### src/hdl/ifbs_pkg.sv
// Summary of operation
// A fetch starts when the fetch hold line from microcode goes low.
// Fetch address is the program counter, internal ROM or backpack space.
// Fetch reads two bytes: upper to opcode, lower to memory byte latch.
// For one-byte instructions the latched lower byte is simply left unused.
// After a fetch the program counter advances by one.
// Three-byte instructions drop the latched byte and read one 16-bit word.
// Two-byte immediate sends zero-extended latched byte to arithmetic, counter plus one.
// Three-byte immediate reads 16 bits at counter into arithmetic latch, counter plus two.
// Internal access drives address on odd bus and address plus one on even.
// External access uses even bus and external lines, incremented for second byte.
// External 16-bit read: first byte on odd lane, second on even lane.
// Even and odd bytes take opposite halves of the word; lanes may swap.
// The 16-bit path splits into separate 8-bit odd and even buses.
// Order is fetch, decode, execute, interrupts, fetch; no fetch while busy.
// Separate 16-bit buses carry data into and results out of arithmetic.
// Each microcode word is captured in a pipeline register.
// Memory control field decodes eight operations, nop through write address; here write address starts no access and leaves everything unchanged, like nop.
// Program counter is 16 bits and wraps when incremented.
package ifbs_pkg;
    localparam int WORD_W = 16;
    localparam int BYTE_W = 8;
    localparam logic [15:0] PC_RST = 16'h0000;
    localparam logic [15:0] EXT_BASE_DEF = 16'h8000;
    localparam logic [15:0] PC_STEP1 = 16'h0001;
    localparam logic [15:0] PC_STEP2 = 16'h0002;
    localparam logic [7:0] ZERO_HI = 8'h00;
    localparam logic [2:0] MC_NOP = 3'h0;
    localparam logic [2:0] MC_INC = 3'h1;
    localparam logic [2:0] MC_PC2ALU = 3'h2;
    localparam logic [2:0] MC_ALU2PC = 3'h3;
    localparam logic [2:0] MC_XFER8 = 3'h4;
    localparam logic [2:0] MC_XFER16 = 3'h5;
    localparam logic [2:0] MC_RADDR = 3'h6;
    localparam logic [2:0] MC_WADDR = 3'h7;
    typedef struct packed {
        logic fetch_hold_n;
        logic [2:0] mem_ctl;
    } ifbs_ucode_t;
    typedef struct packed {
        logic [15:0] odd_addr;
        logic [15:0] even_addr;
        logic [15:0] ext_addr;
        logic ext_en;
    } ifbs_maddr_t;
    typedef enum logic [1:0] {S_IDLE, S_MEM1, S_MEM2} ifbs_state_t;
    typedef enum logic [1:0] {K_FETCH, K_OPND, K_READ} ifbs_kind_t;
endpackage : ifbs_pkg

### src/hdl/ifbs_top.sv
`timescale 1ns/1ps
`default_nettype none
module ifbs_top
    import ifbs_pkg::*;
#(
    parameter logic [15:0] EXT_BASE = EXT_BASE_DEF
) (
    // Clock and reset
    input wire logic sys_clk,
    input wire logic rst,
    // Microcode word
    input wire ifbs_ucode_t ucode,
    // Arithmetic board
    input wire logic [15:0] alu_result,
    output logic [15:0] alu_operand,
    output logic [7:0] opcode,
    output logic [15:0] pc,
    output logic busy,
    output logic fetch_done,
    // Memory access sequencer
    output logic mem_req,
    output ifbs_maddr_t maddr,
    input wire logic mem_ack,
    input wire logic [7:0] odd_data,
    input wire logic [7:0] even_data
);

    ifbs_ucode_t pipe;
    logic hold_prev;
    ifbs_state_t state;
    ifbs_kind_t kind;
    logic [15:0] acc_addr;
    logic is_ext;
    logic [7:0] first_byte;
    logic [7:0] mbl;

    logic fetch_go;
    logic cmd_go;
    logic start_acc;
    logic [15:0] next_addr;
    logic next_ext;
    logic done;
    logic [15:0] word;
    logic [7:0] word_hi;
    logic [7:0] word_lo;

    // Microcode pipeline register
    always_ff @(posedge sys_clk) begin
        if (rst) begin
            pipe <= '{fetch_hold_n: 1'b1, mem_ctl: MC_NOP};
            hold_prev <= 1'b1;
        end else begin
            pipe <= ucode;
            hold_prev <= pipe.fetch_hold_n;
        end
    end

    // Falling edge of hold starts a fetch, only between instructions
    assign fetch_go = (state == S_IDLE) && !pipe.fetch_hold_n && hold_prev;
    assign cmd_go = (state == S_IDLE) && !fetch_go;
    assign start_acc = fetch_go || (cmd_go && ((pipe.mem_ctl == MC_XFER16) ||
                                               (pipe.mem_ctl == MC_RADDR)));
    // Fetch and word operand both address memory with the counter
    assign next_addr = (fetch_go || (pipe.mem_ctl == MC_XFER16)) ? pc : alu_result;
    assign next_ext = (next_addr >= EXT_BASE);

    assign done = mem_ack && (((state == S_MEM1) && !is_ext) || (state == S_MEM2));

    // Byte lane steering into the 16-bit word
    always_comb begin
        if (is_ext) begin
            word = {first_byte, even_data};
        end else if (acc_addr[0]) begin
            word = {odd_data, even_data};
        end else begin
            word = {even_data, odd_data};
        end
    end
    assign word_hi = word[15:8];
    assign word_lo = word[7:0];

    // Access sequencing
    always_ff @(posedge sys_clk) begin
        if (rst) begin
            state <= S_IDLE;
            kind <= K_FETCH;
        end else begin
            unique case (state)
                S_IDLE: begin
                    if (start_acc) begin
                        state <= S_MEM1;
                        if (fetch_go) begin
                            kind <= K_FETCH;
                        end else if (pipe.mem_ctl == MC_XFER16) begin
                            kind <= K_OPND;
                        end else begin
                            kind <= K_READ;
                        end
                    end
                end
                S_MEM1: begin
                    if (mem_ack) begin
                        state <= is_ext ? S_MEM2 : S_IDLE;
                    end
                end
                S_MEM2: begin
                    if (mem_ack) begin
                        state <= S_IDLE;
                    end
                end
                default: begin
                    state <= S_IDLE;
                end
            endcase
        end
    end

    // Address buses toward the sequencer
    always_ff @(posedge sys_clk) begin
        if (rst) begin
            acc_addr <= PC_RST;
            is_ext <= 1'b0;
            mem_req <= 1'b0;
            maddr <= '0;
        end else if (start_acc) begin
            acc_addr <= next_addr;
            is_ext <= next_ext;
            mem_req <= 1'b1;
            maddr.odd_addr <= next_addr;
            maddr.ext_addr <= next_addr;
            maddr.ext_en <= next_ext;
            if (next_ext) begin
                maddr.even_addr <= next_addr;
            end else begin
                maddr.even_addr <= next_addr + PC_STEP1;
            end
        end else if ((state == S_MEM1) && mem_ack && is_ext) begin
            // Second external byte at the next address
            maddr.ext_addr <= maddr.ext_addr + PC_STEP1;
            maddr.even_addr <= maddr.even_addr + PC_STEP1;
            maddr.ext_en <= 1'b1;
        end else if (done) begin
            mem_req <= 1'b0;
            maddr.ext_en <= 1'b0;
        end
    end

    // First external byte is held for the odd lane
    always_ff @(posedge sys_clk) begin
        if (rst) begin
            first_byte <= ZERO_HI;
        end else if ((state == S_MEM1) && mem_ack && is_ext) begin
            first_byte <= even_data;
        end
    end

    // Opcode register and memory byte latch
    always_ff @(posedge sys_clk) begin
        if (rst) begin
            opcode <= ZERO_HI;
            mbl <= ZERO_HI;
        end else if (done && (kind == K_FETCH)) begin
            opcode <= word_hi;
            mbl <= word_lo;
        end
    end

    // Program counter
    always_ff @(posedge sys_clk) begin
        if (rst) begin
            pc <= PC_RST;
        end else if (done) begin
            if (kind == K_FETCH) begin
                pc <= pc + PC_STEP1;
            end else if (kind == K_OPND) begin
                pc <= pc + PC_STEP2;
            end
        end else if (cmd_go) begin
            unique case (pipe.mem_ctl)
                MC_INC: pc <= pc + PC_STEP1;
                MC_ALU2PC: pc <= alu_result;
                MC_XFER8: pc <= pc + PC_STEP1;
                MC_NOP, MC_PC2ALU, MC_XFER16, MC_RADDR, MC_WADDR: pc <= pc;
            endcase
        end
    end

    // Latch feeding the arithmetic unit
    always_ff @(posedge sys_clk) begin
        if (rst) begin
            alu_operand <= '0;
        end else if (done && (kind != K_FETCH)) begin
            alu_operand <= word;
        end else if (cmd_go) begin
            if (pipe.mem_ctl == MC_PC2ALU) begin
                alu_operand <= pc;
            end else if (pipe.mem_ctl == MC_XFER8) begin
                alu_operand <= {ZERO_HI, mbl};
            end
        end
    end

    // Status toward microcode
    always_ff @(posedge sys_clk) begin
        if (rst) begin
            busy <= 1'b0;
            fetch_done <= 1'b0;
        end else begin
            busy <= start_acc || (busy && !done);
            fetch_done <= done && (kind == K_FETCH);
        end
    end

    property p_fetch_start;
        @(posedge sys_clk) disable iff (rst)
        (state == S_IDLE) && $fell(pipe.fetch_hold_n) |=> mem_req && busy;
    endproperty
    a_fetch_start: assert property (p_fetch_start) else $error("fetch did not start");

    property p_fetch_addr;
        @(posedge sys_clk) disable iff (rst)
        fetch_go |=> (maddr.odd_addr == $past(pc)) && (kind == K_FETCH);
    endproperty
    a_fetch_addr: assert property (p_fetch_addr) else $error("fetch address wrong");

    // Opcode and byte latch follow the lane rules, not the internal word mux
    property p_opcode;
        @(posedge sys_clk) disable iff (rst)
        done && (kind == K_FETCH) |=>
            (opcode == $past(is_ext ? first_byte : (acc_addr[0] ? odd_data : even_data))) &&
            (mbl == $past(is_ext ? even_data : (acc_addr[0] ? even_data : odd_data)));
    endproperty
    a_opcode: assert property (p_opcode) else $error("opcode or byte latch wrong");

    property p_pc_fetch;
        @(posedge sys_clk) disable iff (rst)
        fetch_done |-> pc == $past(pc) + PC_STEP1;
    endproperty
    a_pc_fetch: assert property (p_pc_fetch) else $error("counter not advanced");

    property p_imm8;
        @(posedge sys_clk) disable iff (rst)
        cmd_go && (pipe.mem_ctl == MC_XFER8) |=>
            (alu_operand == {ZERO_HI, $past(mbl)}) && (pc == $past(pc) + PC_STEP1) && !busy;
    endproperty
    a_imm8: assert property (p_imm8) else $error("byte immediate wrong");

    property p_imm16;
        @(posedge sys_clk) disable iff (rst)
        done && (kind == K_OPND) |=> (alu_operand == $past(word)) &&
                                     (pc == $past(pc) + PC_STEP2);
    endproperty
    a_imm16: assert property (p_imm16) else $error("word immediate wrong");

    property p_int_steer;
        @(posedge sys_clk) disable iff (rst)
        start_acc && !next_ext |=> (maddr.even_addr == maddr.odd_addr + PC_STEP1) &&
                                   !maddr.ext_en;
    endproperty
    a_int_steer: assert property (p_int_steer) else $error("internal steering wrong");

    property p_ext_second;
        @(posedge sys_clk) disable iff (rst)
        (state == S_MEM1) && mem_ack && is_ext |=>
            (maddr.ext_addr == $past(maddr.ext_addr) + PC_STEP1) && maddr.ext_en &&
            (first_byte == $past(even_data)) && (state == S_MEM2);
    endproperty
    a_ext_second: assert property (p_ext_second) else $error("external second byte wrong");

    // While an access runs, nothing from microcode may disturb addresses or counter
    property p_no_refetch;
        @(posedge sys_clk) disable iff (rst)
        busy && !done && !((state == S_MEM1) && mem_ack && is_ext) |=>
            $stable(maddr) && $stable(pc) && $stable(opcode) && mem_req;
    endproperty
    a_no_refetch: assert property (p_no_refetch) else $error("fetch while busy");

    property p_ext_start;
        @(posedge sys_clk) disable iff (rst)
        start_acc && next_ext |=> maddr.ext_en && mem_req &&
            (maddr.ext_addr == $past(next_addr)) && (maddr.even_addr == maddr.ext_addr);
    endproperty
    a_ext_start: assert property (p_ext_start) else $error("external start wrong");

    property p_fetch_pulse;
        @(posedge sys_clk) disable iff (rst)
        fetch_done |=> !fetch_done;
    endproperty
    a_fetch_pulse: assert property (p_fetch_pulse) else $error("fetch done too long");

    // A read at an arithmetic address leaves the counter alone
    property p_read_keep_pc;
        @(posedge sys_clk) disable iff (rst)
        done && (kind == K_READ) |=> $stable(pc) && !mem_req && !busy;
    endproperty
    a_read_keep_pc: assert property (p_read_keep_pc) else $error("read moved counter");

    c_fetch: cover property (@(posedge sys_clk) disable iff (rst) fetch_go ##[1:20] fetch_done);
    c_ext: cover property (@(posedge sys_clk) disable iff (rst)
        (state == S_MEM2) && mem_ack && (kind == K_OPND));
    c_imm8: cover property (@(posedge sys_clk) disable iff (rst)
        fetch_done ##[1:10] (cmd_go && (pipe.mem_ctl == MC_XFER8)));
    c_raddr: cover property (@(posedge sys_clk) disable iff (rst)
        done && (kind == K_READ));

endmodule : ifbs_top
`default_nettype wire

### config.mk
export PLATFORM = sky130hd
export DESIGN_NAME = ifbs_top
export DESIGN_NICKNAME = d
export VERILOG_FILES = /design/src/hdl/ifbs_pkg.sv /design/src/hdl/ifbs_top.sv
export SDC_FILE = /design/constraint.sdc
export NUM_CORES = 1
export LEC_CHECK = 0
export ABC_AREA = 0
export ABC_CLOCK_PERIOD_IN_PS = 6900
export BUFFER_PORTS_ARGS = -buffer_cell sky130_fd_sc_hd__buf_2
export CAP_MARGIN = 0
export CORE_UTILIZATION = 45
export CTS_BUF_LIST = sky130_fd_sc_hd__clkbuf_2
export CTS_CLUSTER_DIAMETER = 40
export DETAILED_ROUTE_END_ITERATION = 7
export PLACE_DENSITY = 0.67
export SETUP_SLACK_MARGIN = 0.3
export SLEW_MARGIN = 20
export SYNTH_ARGS = -nofsm -noshare
export SYNTH_HDL_FRONTEND = slang
export SYNTH_SLANG_ARGS = --single-unit
### constraint.sdc
create_clock -name sys_clk -period 6.9 [get_ports sys_clk]
set_input_delay 1.725 -clock sys_clk [delete_from_list [all_inputs] [get_ports sys_clk]]
set_output_delay 1.725 -clock sys_clk [all_outputs]
set_load 0.03 [all_outputs]
# After elaboration in Yosys (flattened, before gate mapping)

Index checks and enable logic that the tools add are counted.

Add/subtract/negate cells: 5
Multiply operators: 0
Div/mod/pow operators: 0
$lt $le $gt $ge: 1
Equal/unequal tests: 16
Shift operators: 0
Muxes and demuxes: 26
Bitwise logic cells: 0
Reductions and logical operators: 37

Operator list:

| cell                    | number |
|---|---|
| $mux W16                | 12 |
| $add A16 B1 Y16 const B | 4 |
| $mux W33                | 1 |
| $mux W32                | 1 |
| $pmux W16 S2            | 1 |
| $add A16 B2 Y16 const B | 1 |
| $ge A16 B16 Y1 const B  | 1 |
| $eq A3 B3 Y1 const B    | 4 |
| $mux W2                 | 6 |
| $logic_and A1 B1 Y1     | 11 |
| $ne A2 B2 Y1 const B    | 5 |
| $reduce_bool A2 Y1      | 5 |
| $eq A3 B2 Y1 const B    | 2 |
| $pmux W2 S3             | 1 |
| $reduce_and A2 Y1       | 3 |
| $reduce_and A3 Y1       | 2 |
| $reduce_bool A3 Y1      | 2 |
| $logic_or A1 B1 Y1      | 5 |
| $reduce_or A5 Y1        | 1 |
| $eq A2 B1 Y1 const B    | 2 |
| $logic_not A1 Y1        | 4 |
| $logic_not A2 Y1        | 2 |
| $mux W1                 | 4 |
| $eq A3 B1 Y1 const B    | 1 |
| other kinds (4)         | 4 |

Flip-flop bits (word level): 118
Latch bits: 0
Memory bits (writable): 0
Bits in read-only memories: 0
Output and inout bits: 92
Memories: 0

# Longest topological paths before layout

Depth after elaboration: 9
Depth in mapped cells: 14
Depth with buffers taken out: 11

# Worst setup path before layout

OpenSTA, ideal clock, no wires.

Path type: input to register
Start point: in alu_result[15]
End point: reg maddr[32] (netlist name)
Setup time: 0.074 ns
Arrival time: 3.066 ns
Data required time: 6.826 ns
Path slack: 3.760 ns
Stages: 6
Buffers on the path: 0
Cell sequence: nand4b_1 > nor4_1 > o22ai_2 > nor2b_4 > or4b_1 > o21ai_0

Longest elaborated chain between the ends: 4
Elaborated cells between the ends (all ways): 5
Those cells by class: 1 x add/sub; 1 x order compare; 3 x mux

RTL lines:

| item                                              | RTL line                        | RTL |
|---|---|---|
| start, declared                                   | ifbs_top.sv:14                  | `input wire logic [15:0] alu_result,` |
| $mux W16 *                                        | ifbs_top.sv:64                  | `assign next_addr = (fetch_go \|\| (pipe.mem_ctl == MC_XFER16)) ? pc : alu_result;` |
| $add A16 B1 Y16 or $ge A16 B16 Y1 (tied branches) | ifbs_top.sv:135, ifbs_top.sv:65 |  |
| $mux W16 *                                        | ifbs_top.sv:132                 | `if (next_ext) begin` |
| $mux W33 *                                        | ifbs_top.sv:125                 | `end else if (start_acc) begin` |
| end, declared                                     | ifbs_top.sv:22                  | `output ifbs_maddr_t maddr,` |

Mark *: on every way between the ends. The rest lies on a longest branch, timed or not.
A chain may end at the register's enable or synchronous reset.

# Worst setup path after layout

Start point: reg pc[8]
End point: out pc[8]

RTL lines:

| item                   | RTL line        | RTL |
|---|---|---|
| start, declared        | ifbs_top.sv:17  | `output logic [15:0] pc,` |
| start signal, assigned | ifbs_top.sv:174 | `pc <= pc + PC_STEP1;` |
| start signal, assigned | ifbs_top.sv:176 | `pc <= pc + PC_STEP2;` |
| start signal, assigned | ifbs_top.sv:180 | `MC_INC: pc <= pc + PC_STEP1;` |

No word-level cell between the ends.

==> metrics <==
outcome=finished clean; Setup Skew=~47 ps; CP top delay family=flip-flops; global route overflow=0; drt first pass iters=5; Critical Path End Type=output pin; post-DR wirelength/cell=around 19 um; critical path class=reg -> out; H-tree depth=4; crit path DAT=1910 ps; die height=between 100 and 150 um; count of pins over their slew limit=0; Slew HR=approximately a quarter; worst flop-to-flop path startpoint=state[1]; clock sink count=around 120; Final Util=54.0%; Die Wd=between 100 and 150 um; area of the multi-input gates=between 3000 and 4000 um2; total design power=1.81 mW; Clock Pin Slew Worst Setup and Hold Paths=roughly 230 ps; worst-path cell chain=buf_2; Starting Density=46.9%; most frequent cells in the layout=141 x nand2_1, 129 x buf_2, 118 x dfxtp_1; Final setup viols=0; clock period minus worst slack=between 3000 and 4000 ps; Vias=6733; Setup TNS=0 ps; Req. time, crit path=slightly above 5000 ps; max frequency=275 MHz; post-synthesis cell type count=64; io pins=131; number of hold violations in the final report=0; Crit-path slowest cell=dfxtp_1; largest area contributor in the netlist=dfxtp_1; first-pass GRT wire length=approximately 33000 um; synthesized net count=897; ys async rst share=0%; vias in the first global route=6137; met2 wire length=a little under 10000 um; Worst-Skew Late Latency=740 ps; number of antenna diodes=0; hold path cells=2; post-synth top area share=35.7%; row cnt=43; pwr/cell area=roughly 240 nW/um2; Critical Path Max Stage Delay=850 ps; initial antenna violation count=0; Synth Cell Area=6620 um2; register area=2360 um2; All-Layer GR Usage=around 29%; HPWL Detailed=about 15000 um; register bit total from synthesis=118; hold endpoint=opcode[6]; layout cells sized above 1=20.2%; min-delay worst type=reg -> reg; Initial DRC Count=686; worst-case clock buffer depth=2; Synth Instances=853; Synth Area per Inst=7.76 um2; DR vias/cell=just under 6; die area=15200 um2; CTS buffer count=17; Least-Margin Pin Slew=about 1100 ps; clk root buf=clkbuf_2; Peak VDD IR=0.173 mV; register area share after synthesis=between 30% and 40%; Post-CTS Resized=0; Synth-to-Final Area Change=15.1%; hold_sp=opcode[6]; PortBufs=between 100 and 150; Worst Setup Start Kind=flip-flop; setup bufs post-CTS=0; met3 WL=1570 um; fin crit share=52.7%; nets@finish=990; number of synthesized flops with an enable pin=0; drt total wl=between 20000 and 25000 um; Final ANT Viol Nets=0; final hold slack=about 460 ps; FF-to-FF path depth=11; synth top area cells=dfxtp_1 36%, nand2_1 8.0%, a21oi_1 5.2%; RSZ-0062 raised after global routing=false; Post-CTS Hold Fix Bufs=0; Post-route DRC=0; worst r2r dst=maddr[31]; Crit Path Max Fanout=13; largest net degree at the start of global routing=103; fillers=between 1000 and 1500; Yosys warnings=0; met1 WL=9230 um; placeable core area=14100 um2; max_cap viols=0; routability cong.=0.935; CP bufs+invs=1; TritonCTS clock tree=built; commonest non-fill, non-tap cell in the layout=nand2_1; P_leak=3.05 nW; reg-to-reg slack, setup=3500 ps; Max Used Layer=met4; ys flop type=dfxtp_1
[through the flow]
stage	instances	instance area, um2	setup slack, ps
2_1_floorplan	853	6620	3760
3_3_place_gp	1107	7300	3240
3_5_place_dp	1107	7300	3160
4_1_cts	1139	7610	3240
5_1_grt	1139	7610	3160
6_report	1139	7610	3270
[cell type report]
cell class / instances / area share, %
clock buffer: 17 / 1.12
tap: 180 / 2.96
timing repair buffer: 136 / 9.17
inverter: 11 / 0.542
sequential: 118 / 31.0
clock inverter: 15 / 3.06
multi-input combinational: 662 / 52.1
[cells in the mapped netlist, types with 11 or more instances]
library cell and n:
clkbuf_1 52, nor3_1 17, and3_1 12, nand3_1 26
dfxtp_1 118, o21ai_0 34, mux2i_1 27, a211oi_1 29
a21oi_1 69, nand2_1 141, inv_1 11, nor2_1 77
xor2_1 27, a31oi_1 15, nand4_1 14, xnor2_1 26
o21a_1 14
[logic make-up after synthesis]
kind of cell	share of synthesized area, %
compound gates	22.2
mux	4.93
buf+inv	4.48
fa+ha+maj	0.945
simple gates	24.7
flops	35.7
xor+xnor	7.01
[metal layers]
layer	global-route usage, %	vias to the layer above
met3	6.64	59
met1	36.4	3119
met5	0	-
met4	13.5	0
met2	45.6	319
li1	-	3236
[where the power goes]
group / total [mW] / switching [mW] / internal (mW)
combinational: 0.405 / 0.268 / 0.137
clock: 0.592 / 0.286 / 0.306
sequential: 0.817 / 0.0847 / 0.732
[how the worst max path moves through the flow]
stage / end / start / cells after the start / slack, ps
6_report: pc[8] / pc[8] / 1 / 3270
3_3_place_gp: pc[11] / mem_ack / 6 / 3240
2_1_floorplan: maddr[32] / alu_result[15] / 6 / 3760
3_5_place_dp: pc[11] / mem_ack / 6 / 3160
5_1_grt: pc[8] / pc[8] / 1 / 3160
4_1_cts: pc[8] / pc[8] / 1 / 3240
[flip-flops by register name, indices dropped and copies added, names as in the netlist]
name,count
first_byte,8
opcode,8
busy,1
alu_operand,16
mbl,8
pipe,4
fetch_done,1
is_ext,1
pc,16
hold_prev,1
maddr,33
mem_req,1
state,2
acc_addr,16
kind,2
Note: power is estimated with default switching activity, not from simulation.
